$ cat config.mk
export PLATFORM = sky130hd
export DESIGN_NAME = ilo_lane_order
export DESIGN_NICKNAME = d
export VERILOG_FILES = /design/src/common/ilo_pkg.sv /design/src/core/ilo_fine_gain.sv /design/src/core/ilo_lane_order.sv
export SDC_FILE = /design/constraint.sdc
export NUM_CORES = 2
export LEC_CHECK = 0
export BUFFER_PORTS_ARGS = -buffer_cell sky130_fd_sc_hd__buf_2
export CORE_ASPECT_RATIO = 0.7
export CORE_MARGIN = 4
export CORE_UTILIZATION = 61
export DETAILED_ROUTE_END_ITERATION = 8
export PLACE_DENSITY = 0.9
export SLEW_MARGIN = 10
export SYNTH_ARGS = -nofsm -noshare
export SYNTH_HDL_FRONTEND = slang
export SYNTH_SLANG_ARGS = --single-unit
$ cat constraint.sdc
create_clock -name clock -period 4 [get_ports clock]
set_input_delay 0.8 -clock clock [delete_from_list [all_inputs] [get_ports clock]]
set_output_delay 0.8 -clock clock [all_outputs]
set_load 0.03 [all_outputs]
$ cat src/common/ilo_pkg.sv
// Purpose: constants and types for the interleave lane order block
// Assumes: 10 MHz clock, branch converters modelled as sample words arriving in parallel
// Notes: mode codes equal the value written to the mode register
// Contract
// - Quad mode puts channel k first sample on lane ka from branch 2k-1, second on kb from 2k.
// - Dual mode maps lanes 1a,1b,2a,2b to branches 1,3,2,4 and 3a,3b,4a,4b to 5,7,6,8.
// - Single mode puts eight consecutive samples on lanes 1a..4b from branches 1,6,2,5,8,3,7,4.
// - Eight branches each have their own fine-gain correction, grouped by mode into one, two or four converters.
// - Output codes are offset binary, zero at minus full scale and 255 at plus full scale.
// - Frame and bit clocks for the output lanes are made inside the device.
// - Sampling clocks come from the single clock input through dividers set by the mode.
// - A two-bit setting switches the common-mode buffer off or changes its drive.
// - Only the rising edge of the input clock is used.
package ilo_pkg;
    localparam int NBR = 8;
    localparam int W = 8;
    localparam logic [15:0] MODE_SINGLE = 16'h0001;
    localparam logic [15:0] MODE_DUAL = 16'h0102;
    localparam logic [15:0] MODE_QUAD = 16'h0204;
    localparam logic [2:0] DIV_SINGLE = 3'h1;
    localparam logic [2:0] DIV_DUAL = 3'h2;
    localparam logic [2:0] DIV_QUAD = 3'h4;
    localparam logic [7:0] CODE_MIN = 8'h00;
    localparam logic [7:0] CODE_MAX = 8'hFF;
    localparam logic [1:0] VCM_DRIVE_RST = 2'h0;
    localparam logic [2:0] BIT_LAST = 3'h7;
    localparam logic [2:0] FRAME_HIGH_SLOTS = 3'h4;
    localparam logic [12:0] GAIN_UNITY = 13'h0000;
    localparam int GAIN_SHIFT = 13;
    typedef enum logic [1:0] {ILO_SINGLE, ILO_DUAL, ILO_QUAD} ilo_mode_t;
    // lane index 0..7 = 1a,1b,2a,2b,3a,3b,4a,4b; values are branch index 0..7
    localparam logic [23:0] MAP_QUAD = {3'h7, 3'h6, 3'h5, 3'h4, 3'h3, 3'h2, 3'h1, 3'h0};
    localparam logic [23:0] MAP_DUAL = {3'h7, 3'h5, 3'h6, 3'h4, 3'h3, 3'h1, 3'h2, 3'h0};
    localparam logic [23:0] MAP_SINGLE = {3'h3, 3'h6, 3'h2, 3'h7, 3'h4, 3'h1, 3'h5, 3'h0};
endpackage

$ cat src/core/ilo_fine_gain.sv
`timescale 1ns/1ps
// Purpose: per-branch digital fine-gain correction, one registered stage
// Assumes: signed 13-bit gain, out = in * (1 + g / 2^13)
// Notes: result saturates to the offset-binary code range
module ilo_fine_gain (
    // clock and reset
    input wire logic clock,
    input wire logic nrst,
    // data
    input wire logic [7:0] din,
    input wire logic signed [12:0] gain,
    output logic [7:0] dout
);
    typedef struct packed {
        logic [7:0] dout;
    } ilo_fg_state_t;
    ilo_fg_state_t st_r;
    ilo_fg_state_t st_nxt;
    logic signed [22:0] prod;
    logic signed [23:0] sum;
    assign dout = st_r.dout;
    always_comb begin
        prod = 23'(signed'({1'b0, din}) * gain);
        sum = 24'(signed'({1'b0, din})) + 24'(prod >>> ilo_pkg::GAIN_SHIFT);
        st_nxt = st_r;
        // clamp keeps the offset-binary span intact
        if (sum < 0) begin
            st_nxt.dout = ilo_pkg::CODE_MIN;
        end else if (sum > 24'(ilo_pkg::CODE_MAX)) begin
            st_nxt.dout = ilo_pkg::CODE_MAX;
        end else begin
            st_nxt.dout = sum[7:0];
        end
    end
    always_ff @(posedge clock or negedge nrst) begin
        if (!nrst) begin
            st_r <= '0;
        end else begin
            st_r <= st_nxt;
        end
    end
endmodule

$ cat src/core/ilo_lane_order.sv
`timescale 1ns/1ps
// Purpose: maps eight fine-gain branches onto eight serial lanes per channel mode
// Assumes: branch words arrive in parallel with branch_valid; mode only changes in power-down
// Notes: one frame = 8 bit slots, msb first; bit_clock is an enable-rate square wave
module ilo_lane_order (
    // clock and reset
    input wire logic clock,
    input wire logic nrst,
    // configuration
    input wire logic [15:0] mode_word,
    input wire logic power_down,
    input wire logic [1:0] vcm_drive_in,
    input wire logic [103:0] fine_gain,
    // branch samples
    input wire logic [63:0] branch_data,
    input wire logic branch_valid,
    // link
    output logic frame_clock,
    output logic bit_clock,
    output logic [7:0] lanes,
    // status
    output logic [1:0] vcm_buffer_drive,
    output logic [2:0] clock_div,
    output logic [1:0] mode_active
);
    typedef struct packed {
        ilo_pkg::ilo_mode_t mode;
        logic [2:0] div;
        logic [1:0] vcm;
        logic [2:0] bitcnt;
        logic running;
        logic bclk;
        logic [63:0] shreg;
        logic [63:0] pend;
        logic pend_v;
        logic gv;
    } ilo_state_t;
    ilo_state_t st_r;
    ilo_state_t st_nxt;
    logic [63:0] gained;
    logic [23:0] map;
    logic [63:0] ordered;
    genvar gi;
    // one correction per branch
    generate
        for (gi = 0; gi < ilo_pkg::NBR; gi++) begin : g_br
            ilo_fine_gain u_fg (
                .clock(clock),
                .nrst(nrst),
                .din(branch_data[gi*8 +: 8]),
                .gain(fine_gain[gi*13 +: 13]),
                .dout(gained[gi*8 +: 8])
            );
        end
    endgenerate
    always_comb begin
        unique case (st_r.mode)
            ilo_pkg::ILO_QUAD: map = ilo_pkg::MAP_QUAD;
            ilo_pkg::ILO_DUAL: map = ilo_pkg::MAP_DUAL;
            default: map = ilo_pkg::MAP_SINGLE;
        endcase
    end
    generate
        for (gi = 0; gi < ilo_pkg::NBR; gi++) begin : g_ln
            assign ordered[gi*8 +: 8] = gained[map[gi*3 +: 3]*8 +: 8];
        end
    endgenerate
    always_comb begin
        st_nxt = st_r;
        st_nxt.vcm = vcm_drive_in;
        st_nxt.gv = branch_valid && !power_down;
        // mode and divider only follow the word while powered down
        if (power_down) begin
            st_nxt.running = 1'b0;
            st_nxt.pend_v = 1'b0;
            st_nxt.bitcnt = '0;
            st_nxt.bclk = 1'b0;
            unique case (mode_word)
                ilo_pkg::MODE_SINGLE: begin
                    st_nxt.mode = ilo_pkg::ILO_SINGLE;
                    st_nxt.div = ilo_pkg::DIV_SINGLE;
                end
                ilo_pkg::MODE_DUAL: begin
                    st_nxt.mode = ilo_pkg::ILO_DUAL;
                    st_nxt.div = ilo_pkg::DIV_DUAL;
                end
                ilo_pkg::MODE_QUAD: begin
                    st_nxt.mode = ilo_pkg::ILO_QUAD;
                    st_nxt.div = ilo_pkg::DIV_QUAD;
                end
                default: begin
                end
            endcase
        end else begin
            if (st_r.gv) begin
                st_nxt.pend = ordered;
                st_nxt.pend_v = 1'b1;
            end
            // link clocks made internally from the one clock
            st_nxt.bclk = !st_r.bclk;
            if (st_r.bclk) begin
                if (st_r.bitcnt == ilo_pkg::BIT_LAST || !st_r.running) begin
                    st_nxt.bitcnt = '0;
                    if (st_nxt.pend_v) begin
                        st_nxt.shreg = st_nxt.pend;
                        st_nxt.pend_v = 1'b0;
                        st_nxt.running = 1'b1;
                    end else if (!st_r.running) begin
                        st_nxt.shreg = '0;
                    end
                end else begin
                    st_nxt.bitcnt = st_r.bitcnt + 3'h1;
                    for (int i = 0; i < ilo_pkg::NBR; i++) begin
                        st_nxt.shreg[i*8 +: 8] = {st_r.shreg[i*8 +: 7], 1'b0};
                    end
                end
            end
        end
    end
    // rising edge only
    always_ff @(posedge clock or negedge nrst) begin
        if (!nrst) begin
            st_r <= '{mode: ilo_pkg::ILO_SINGLE, div: ilo_pkg::DIV_SINGLE,
                vcm: ilo_pkg::VCM_DRIVE_RST, default: '0};
        end else begin
            st_r <= st_nxt;
        end
    end
    generate
        for (gi = 0; gi < ilo_pkg::NBR; gi++) begin : g_out
            assign lanes[gi] = st_r.shreg[gi*8 + 7];
        end
    endgenerate
    assign bit_clock = st_r.bclk;
    assign frame_clock = st_r.running && (st_r.bitcnt < ilo_pkg::FRAME_HIGH_SLOTS);
    assign vcm_buffer_drive = st_r.vcm;
    assign clock_div = st_r.div;
    assign mode_active = st_r.mode;

    property p_div_follows;
        @(posedge clock) disable iff (!nrst)
        (st_r.mode == ilo_pkg::ILO_QUAD) |-> (clock_div == ilo_pkg::DIV_QUAD);
    endproperty
    a_div_follows: assert property (p_div_follows) else $error("divider off mode");
    property p_div_dual;
        @(posedge clock) disable iff (!nrst)
        (st_r.mode == ilo_pkg::ILO_DUAL) |-> (clock_div == ilo_pkg::DIV_DUAL);
    endproperty
    a_div_dual: assert property (p_div_dual) else $error("dual divider off mode");
    property p_div_single;
        @(posedge clock) disable iff (!nrst)
        (st_r.mode == ilo_pkg::ILO_SINGLE) |-> (clock_div == ilo_pkg::DIV_SINGLE);
    endproperty
    a_div_single: assert property (p_div_single) else $error("single divider off");
    property p_mode_take;
        @(posedge clock) disable iff (!nrst)
        power_down && mode_word == ilo_pkg::MODE_QUAD |=> mode_active == ilo_pkg::ILO_QUAD;
    endproperty
    a_mode_take: assert property (p_mode_take) else $error("quad mode not taken");
    property p_mode_hold;
        @(posedge clock) disable iff (!nrst)
        !$past(power_down) |-> $stable(mode_active);
    endproperty
    a_mode_hold: assert property (p_mode_hold) else $error("mode changed while active");
    property p_vcm;
        @(posedge clock) disable iff (!nrst) 1'b1 |=> vcm_buffer_drive == $past(vcm_drive_in);
    endproperty
    a_vcm: assert property (p_vcm) else $error("vcm drive not taken");
    property p_bclk;
        @(posedge clock) disable iff (!nrst)
        !power_down ##1 !power_down |-> bit_clock != $past(bit_clock);
    endproperty
    a_bclk: assert property (p_bclk) else $error("bit clock stuck");
    // a cut frame is allowed, so power-down ends the check
    property p_frame_len;
        @(posedge clock) disable iff (!nrst || power_down)
        $rose(frame_clock) |-> frame_clock [*8] ##1 !frame_clock;
    endproperty
    a_frame_len: assert property (p_frame_len) else $error("frame clock width wrong");
    property p_bit_stand;
        @(posedge clock) disable iff (!nrst)
        !$past(bit_clock) |-> $stable(lanes);
    endproperty
    a_bit_stand: assert property (p_bit_stand) else $error("lane moved mid bit");
    property p_quad_map;
        @(posedge clock) disable iff (!nrst)
        st_r.mode == ilo_pkg::ILO_QUAD |-> ordered[15:8] == gained[15:8];
    endproperty
    a_quad_map: assert property (p_quad_map) else $error("quad lane 1b wrong");
    property p_quad_map_4b;
        @(posedge clock) disable iff (!nrst)
        st_r.mode == ilo_pkg::ILO_QUAD |-> ordered[63:56] == gained[63:56];
    endproperty
    a_quad_map_4b: assert property (p_quad_map_4b) else $error("quad lane 4b wrong");
    property p_dual_map;
        @(posedge clock) disable iff (!nrst)
        st_r.mode == ilo_pkg::ILO_DUAL |-> ordered[15:8] == gained[23:16];
    endproperty
    a_dual_map: assert property (p_dual_map) else $error("dual lane 1b wrong");
    property p_dual_map_3b;
        @(posedge clock) disable iff (!nrst)
        st_r.mode == ilo_pkg::ILO_DUAL |-> ordered[47:40] == gained[55:48];
    endproperty
    a_dual_map_3b: assert property (p_dual_map_3b) else $error("dual lane 3b wrong");
    property p_single_map;
        @(posedge clock) disable iff (!nrst)
        st_r.mode == ilo_pkg::ILO_SINGLE |-> ordered[15:8] == gained[47:40];
    endproperty
    a_single_map: assert property (p_single_map) else $error("single lane 1b wrong");
    property p_single_map_3a;
        @(posedge clock) disable iff (!nrst)
        st_r.mode == ilo_pkg::ILO_SINGLE |-> ordered[39:32] == gained[63:56];
    endproperty
    a_single_map_3a: assert property (p_single_map_3a) else $error("single lane 3a wrong");
    property p_pd_quiet;
        @(posedge clock) disable iff (!nrst) power_down |=> !frame_clock && !bit_clock;
    endproperty
    a_pd_quiet: assert property (p_pd_quiet) else $error("link active in power-down");
    c_quad: cover property (@(posedge clock) mode_active == ilo_pkg::ILO_QUAD && frame_clock);
    c_dual: cover property (@(posedge clock) mode_active == ilo_pkg::ILO_DUAL && frame_clock);
    c_single: cover property (@(posedge clock) mode_active == ilo_pkg::ILO_SINGLE && frame_clock);
    c_cut: cover property (@(posedge clock) power_down && frame_clock);
endmodule

### Word level (Yosys, flattened, before mapping)

Index checks and enable logic that the tools add are counted.

| storage, ports and cells | value |
|---|---|
| output and inout bits | 17 |
| ROM bits | 0 |
| bits in writable memories | 0 |
| input bits | 190 |
| flip-flop bits (word level) | 206 |
| bits in latches | 0 |
| memories kept | 0 |

| operators by class | value |
|---|---|
| multiply operators | 8 |
| bitwise gates (word level) | 1 |
| div/mod/pow operators | 0 |
| reductions and logical operators | 13 |
| multiplexer cells | 31 |
| magnitude comparators | 17 |
| add/sub/neg operators | 9 |
| equal/unequal tests | 7 |
| shifts and indexed selects | 8 |

Operators by type and width:

| kind | count |
|---|---|
| $shiftx 64x7->8 | 8 |
| $gt 24x8->1 const B | 8 |
| $mux 64 | 3 |
| $mul 9x13->22 | 8 |
| $mux 65 | 2 |
| $mux 8 | 16 |
| $add 9x9->10 | 8 |
| $lt 10x1->1 const B | 8 |
| $pmux 24 s2 | 1 |
| $eq 16x1->1 const B | 1 |
| $eq 16x10->1 const B | 1 |
| $eq 16x9->1 const B | 1 |
| $pmux 5 s3 | 1 |
| $reduce_and 3->1 | 2 |
| $reduce_bool 2->1 | 3 |
| $mux 1 | 5 |
| $mux 5 | 1 |
| $mux 4 | 1 |
| $add 3x1->3 const B | 1 |
| $eq 3x3->1 const B | 1 |
| $logic_not 1->1 | 3 |
| $lt 3x3->1 const B | 1 |
| $mux 3 | 1 |
| $ne 3x2->1 const B | 1 |
| other kinds (7) | 8 |

### Longest topological paths before layout

| logic depth | value |
|---|---|
| word-level depth | 9 |
| gate-level depth with buffers | 30 |
| gate-level depth less buffers | 29 |

### Hierarchy

A second synthesis with hierarchy kept.

| second synthesis, totals | value |
|---|---|
| cells, all modules | 4,489 |
| area total of the unflattened synthesis | 41,579.9 sq um |

By module, submodules not included:

| module | seq. area each (sq um) | area an instance (sq um) | instances | cells an instance |
|---|---|---|---|---|
| ilo_fine_gain (g_br[0].u_fg ...) | 200.2 | 4,182.8 | 4 | 465 |
| ilo_lane_order | 3,504.6 | 8,046.5 | 1 | 769 |
| ilo_fine_gain (g_br[7].u_fg) | 200.2 | 4,239.1 | 1 | 479 |
| ilo_fine_gain (g_br[1].u_fg) | 200.2 | 4,232.8 | 1 | 472 |
| ilo_fine_gain (g_br[5].u_fg) | 200.2 | 4,187.8 | 1 | 455 |
| ilo_fine_gain (g_br[6].u_fg) | 200.2 | 4,142.7 | 1 | 454 |

### Worst setup path after synthesis

OpenSTA, ideal clock, no wires.

| timing | value |
|---|---|
| path type | input-to-reg |
| start | input branch_data[24] |
| end | register g_br[3].u_fg.st_r, in the netlist g_br[3].u_fg.dout[0] |
| library setup time | 154 ps |
| stages on the path | 26 |
| required time | 3,846 ps |
| data arrival time | 6,761 ps |
| path slack | -2,916 ps |
| cells stage by stage | clkbuf_1 nand2_1 fa_1 inv_1 fa_1 fa_1 inv_1 fa_1 inv_1 ha_1 a21o_1 a2111oi_0 o21ai_1 a22o_1 or4_1 o211a_1 xor2_1 ha_1 nand2_1 nor2_1 a211oi_1 nor2b_1 o21a_1 o21a_1 nor3_1 a21oi_1 |

RTL lines:

| what | RTL line | source |
|---|---|---|
| start, declared | ilo_lane_order.sv:15 | `input wire logic [63:0] branch_data,` |
| end signal, assigned | ilo_fine_gain.sv:39 | `st_r <= st_nxt;` |
| end, declared | ilo_fine_gain.sv:17 | `ilo_fg_state_t st_r;` |

==> impl_summary.txt <==
----------------------------------------------------
[Status]
  Result of the run ... complete, but fails checks
  Failing checks ... negative setup slack

[Clocking]
  Clock tree from TritonCTS ... built
  Bufs on Longest Clock Path ... 3
  CTS root buffer ... sky130_fd_sc_hd__clkbuf_16
  Number of buffers created by CTS ... 21
  Clk sinks ... between 200 and 250
  Hold-fix buffer count after cts ... 0
  H-Tree Level Count ... 1
  Clock slew seen by the registers of the worst setup and hold paths ... ~0.080 ns
  Worst-skew pair later-pin latency ... 0.51 ns

[Drt]
  Routed WL per cell ... around 19 um
  Via count ... ~34000
  DRC errors left ... 0
  Routed WL ... 113000 um
  First-pass iteration count of the detailed router ... 6
  Post-DRT Antenna Nets ... 0
  First DRT Iteration DRCs ... around 3000
  Vias per Instance ... 5.74

[Finish]
  Final net count ... approximately 6400
  Proportion of layout cells with a drive suffix above 1 ... around 27%
  Number of diodes ... 0
  # fillers ... 3608
  Layout Area Growth over Synthesis ... 25.7%
  Final std cell area, no fill ... approximately 0.049 mm2

[Synthesis]
  Number of flip-flops and latches in the synthesized netlist ... slightly above 200
  Simple-Gate Fraction of Synth Area ... 15.3%
  Combinational family with the most area after synthesis ... adder cells
  Adder-cell share of the synthesized area ... 46.8%
  Register area share after synthesis ... roughly an eighth
  EDFF count, synth ... 0
  Avg Inst Size Synth ... just over 9 um2
  Synthesized netlist cell count ... between 4000 and 5000
  Top-count cell post-synth ... sky130_fd_sc_hd__inv_1
  Mux contribution to synthesized area ... 3.10%
  Syn Nets ... around 5600
  Synthesized area ... between 0.03 and 0.04 mm2
  Xor-xnor portion of the synthesized cell area ... between 3 and 4%
  Area fraction in compound gates after synthesis ... between 9 and 10%
  Ys async rst share ... 100%
  Synth warn ... 0
  Leading post-synthesis cells by cell area ... sky130_fd_sc_hd__fa_1 34%, sky130_fd_sc_hd__dfrtp_1 13%, sky130_fd_sc_hd__ha_1 13%
  Top FF cell, synth ... sky130_fd_sc_hd__dfrtp_1
  Cell type with the largest total area after synthesis ... sky130_fd_sc_hd__fa_1
  Top-area cell type share of the netlist area ... roughly 34%
  Post-synth top cells ... 816 x sky130_fd_sc_hd__inv_1, 672 x sky130_fd_sc_hd__fa_1, 563 x sky130_fd_sc_hd__nand2_1, 436 x sky130_fd_sc_hd__and2_1, 396 x sky130_fd_sc_hd__ha_1
  Count of unique library cells instantiated by Yosys ... 76

[Setup path]
  Critical Path Start Type ... input port
  Crit path capture type ... flop
  Class of the most critical setup path ... input port to flop
  Max FO, Critical Path ... 8
  Worst path arrival time ... approximately 6.6 ns
  Critical path required time ... 4.37 ns

[Timing]
  Time the final worst path needs with I/O delays and setup ... approximately 6.2 ns
  Number of endpoints with negative hold slack in the final report ... 0
  Max-slew violation total from the final report ... 0
  Final worst path period share ... 156%
  Max frequency ... 161 MHz
  Worst-case headroom to the max-slew limit ... between 30% and 40%
  Worst Slack Setup Final ... -2.22 ns
  Transition at the pin with the smallest max-transition slack ... 1.01 ns
  Setup repair after global routing missed its margin ... yes
  Setup clock skew after layout ... a little over 0.03 ns
  Setup violators final ... 64

[Worst hold path]
  Classification of the worst-slack hold path ... input port to asynchronous set/reset pin

[Global route]
  Pin count of the biggest net entering global routing ... between 80 and 90
  Global-route wire length before repair ... roughly 180000 um
  Overflow after GRT ... 0
  Via count of the first global-routing pass ... about 37000
  Global routing usage summed across all routing layers ... between 30% and 40%
  Number of antenna violations at the first check in global routing ... 1

[Floorplanning]
  Die footprint ... between 0.06 and 0.07 mm2
  Site row count ... 77
  Horizontal die dimension ... ~310 um
  Total core area ... about 0.063 mm2
  Boundary pin count ... ~210
  Initial core utilization ... 62.0%
  Vertical die dimension ... 221 um

[Placement]
  Total of buffers placed on input and output ports ... approximately 200
  Post-detailed-placement half-perimeter wirelength ... approximately 83000 um
  Placed cell area ... between 0.04 and 0.05 mm2
  Routability Congestion ... between 0.9 and 1

[Job]
  Number of max-capacitance violations reported ... 0

----------------------------------------------------
## routing by layer
layer | wire (um) | up-vias | global-route usage (%)
met5 | 13 | - | 0
met4 | 5090 | 2 | 11.5
met3 | 8740 | 479 | 5.30
met2 | 55900 | 1736 | 55.9
met1 | 43600 | 16900 | 40.8
li1 | - | 15000 | -
## cells by family (layout without fill, tap and decap cells)
family                   after synthesis  in the layout
AND/OR/NAND/NOR                     1231           1231
adder cells (fa/ha/maj)             1068           1068
buffers and inverters                958           1782
AO/OA/AOI/OAI                        581            581
flip-flops                           204            204
XOR/XNOR                             154            154
multiplexers                          97             97
## area by class of cell
class | count | area, um2 | share of cell area, %
Tap cell | 829 | 1040 | 2.10
Clock inverter | 8 | 98.8 | 0.200
Sequential cell | 204 | 5110 | 10.3
Timing Repair Buffer | 932 | 7330 | 14.8
Clock buffer | 26 | 564 | 1.14
Multi-Input combinational cell | 3131 | 32300 | 65.2
Inverter | 816 | 3060 | 6.19
## flip-flops by register name (all words and copies together), names as in the netlist
| signal | flops |
|---|---|
| st_r | 126 |
| g_br.u_fg.dout | 64 |
| lanes | 8 |
| mode_active | 2 |
| vcm_buffer_drive | 2 |
| bit_clock | 1 |
| clock_div | 1 |
## through the flow
stage | util [%] | worst slack (ns) | setup TNS [ns] | std cells | hold slack [ns]
after floorplan | - | -2.39 | -136.44 | 4293 | 0.445
after global placement | 72.4 | -2.73 | -156.87 | 5812 | 0.457
after detailed placement | 72.4 | -2.90 | -167.86 | 5812 | 0.465
after CTS | 76.2 | -2.10 | -119.56 | 5908 | 0.299
after global routing | 77.9 | -2.35 | -139.96 | 5946 | 0.305
final | 77.9 | -2.22 | -128.35 | 5946 | 0.253
## layout by cell type, fill, tap and decap left out, types with 77 or more instances in the layout
cell | Yosys | routed
sky130_fd_sc_hd__a21oi_1 | 175 | 98
sky130_fd_sc_hd__and2_1 | 436 | 395
sky130_fd_sc_hd__buf_2 | 4 | 118
sky130_fd_sc_hd__buf_4 | 16 | 700
sky130_fd_sc_hd__buf_6 | 1 | 77
sky130_fd_sc_hd__dfrtp_1 | 203 | 202
sky130_fd_sc_hd__fa_1 | 672 | 645
sky130_fd_sc_hd__ha_1 | 396 | 360
sky130_fd_sc_hd__inv_1 | 816 | 781
sky130_fd_sc_hd__nand2_1 | 563 | 511
sky130_fd_sc_hd__nor2_1 | 109 | 102
sky130_fd_sc_hd__o21ai_0 | 190 | 162
sky130_fd_sc_hd__xnor2_1 | 99 | 91
## path summary, 6_finish.rpt
| check | startpoint | endpoint | slack (ns) | cells after the start |
|---|---|---|---|---|
| setup / recovery | fine_gain[4] | g_br[0].u_fg.dout[6] | -2.22 | 28 |
| hold / removal | nrst | vcm_buffer_drive[0] | 0.25 | 1 |
| setup reg to reg | mode_active[0] | st_r[10] | 1.07 | 6 |
| hold reg to reg | st_r[84] | st_r[84] | 0.48 | 2 |
| max in group asynchronous | nrst | clock_div[0] | 2.74 | 2 |
| min in group clock | vcm_drive_in[1] | vcm_buffer_drive[1] | 0.39 | 1 |
## worst max-delay path, cell delays in order
cell	delay, ns
sky130_fd_sc_hd__buf_2	0.14
sky130_fd_sc_hd__nand2_1	0.10
sky130_fd_sc_hd__fa_1	0.56
sky130_fd_sc_hd__inv_1	0.07
sky130_fd_sc_hd__fa_1	0.48
sky130_fd_sc_hd__fa_1	0.57
sky130_fd_sc_hd__inv_1	0.07
sky130_fd_sc_hd__fa_1	0.54
sky130_fd_sc_hd__inv_1	0.07
sky130_fd_sc_hd__ha_4	0.29
sky130_fd_sc_hd__nand4_1	0.12
sky130_fd_sc_hd__nor2_2	0.18
sky130_fd_sc_hd__o31a_1	0.20
sky130_fd_sc_hd__o22a_1	0.18
sky130_fd_sc_hd__buf_4	0.12
sky130_fd_sc_hd__xor2_1	0.07
sky130_fd_sc_hd__ha_1	0.22
sky130_fd_sc_hd__fa_1	0.40
sky130_fd_sc_hd__a21o_1	0.23
sky130_fd_sc_hd__nand3_1	0.14
sky130_fd_sc_hd__a21boi_4	0.08
sky130_fd_sc_hd__o21ai_2	0.16
sky130_fd_sc_hd__nand2b_1	0.09
sky130_fd_sc_hd__a21oi_2	0.18
sky130_fd_sc_hd__xnor2_2	0.15
sky130_fd_sc_hd__xnor2_2	0.14
sky130_fd_sc_hd__buf_6	0.17
sky130_fd_sc_hd__a21oi_2	0.07
## timing repair
item	in CTS	in global routing
cloned	0	1
endpoints found under the hold margin	0	0
gates resized for setup	335	201
setup buffers	62	42
endpoints found under the setup margin	64	64
pin swaps	175	173
Power is not shown: default switching activity piles up to over one toggle a cycle in this logic, so the estimate is an artifact.
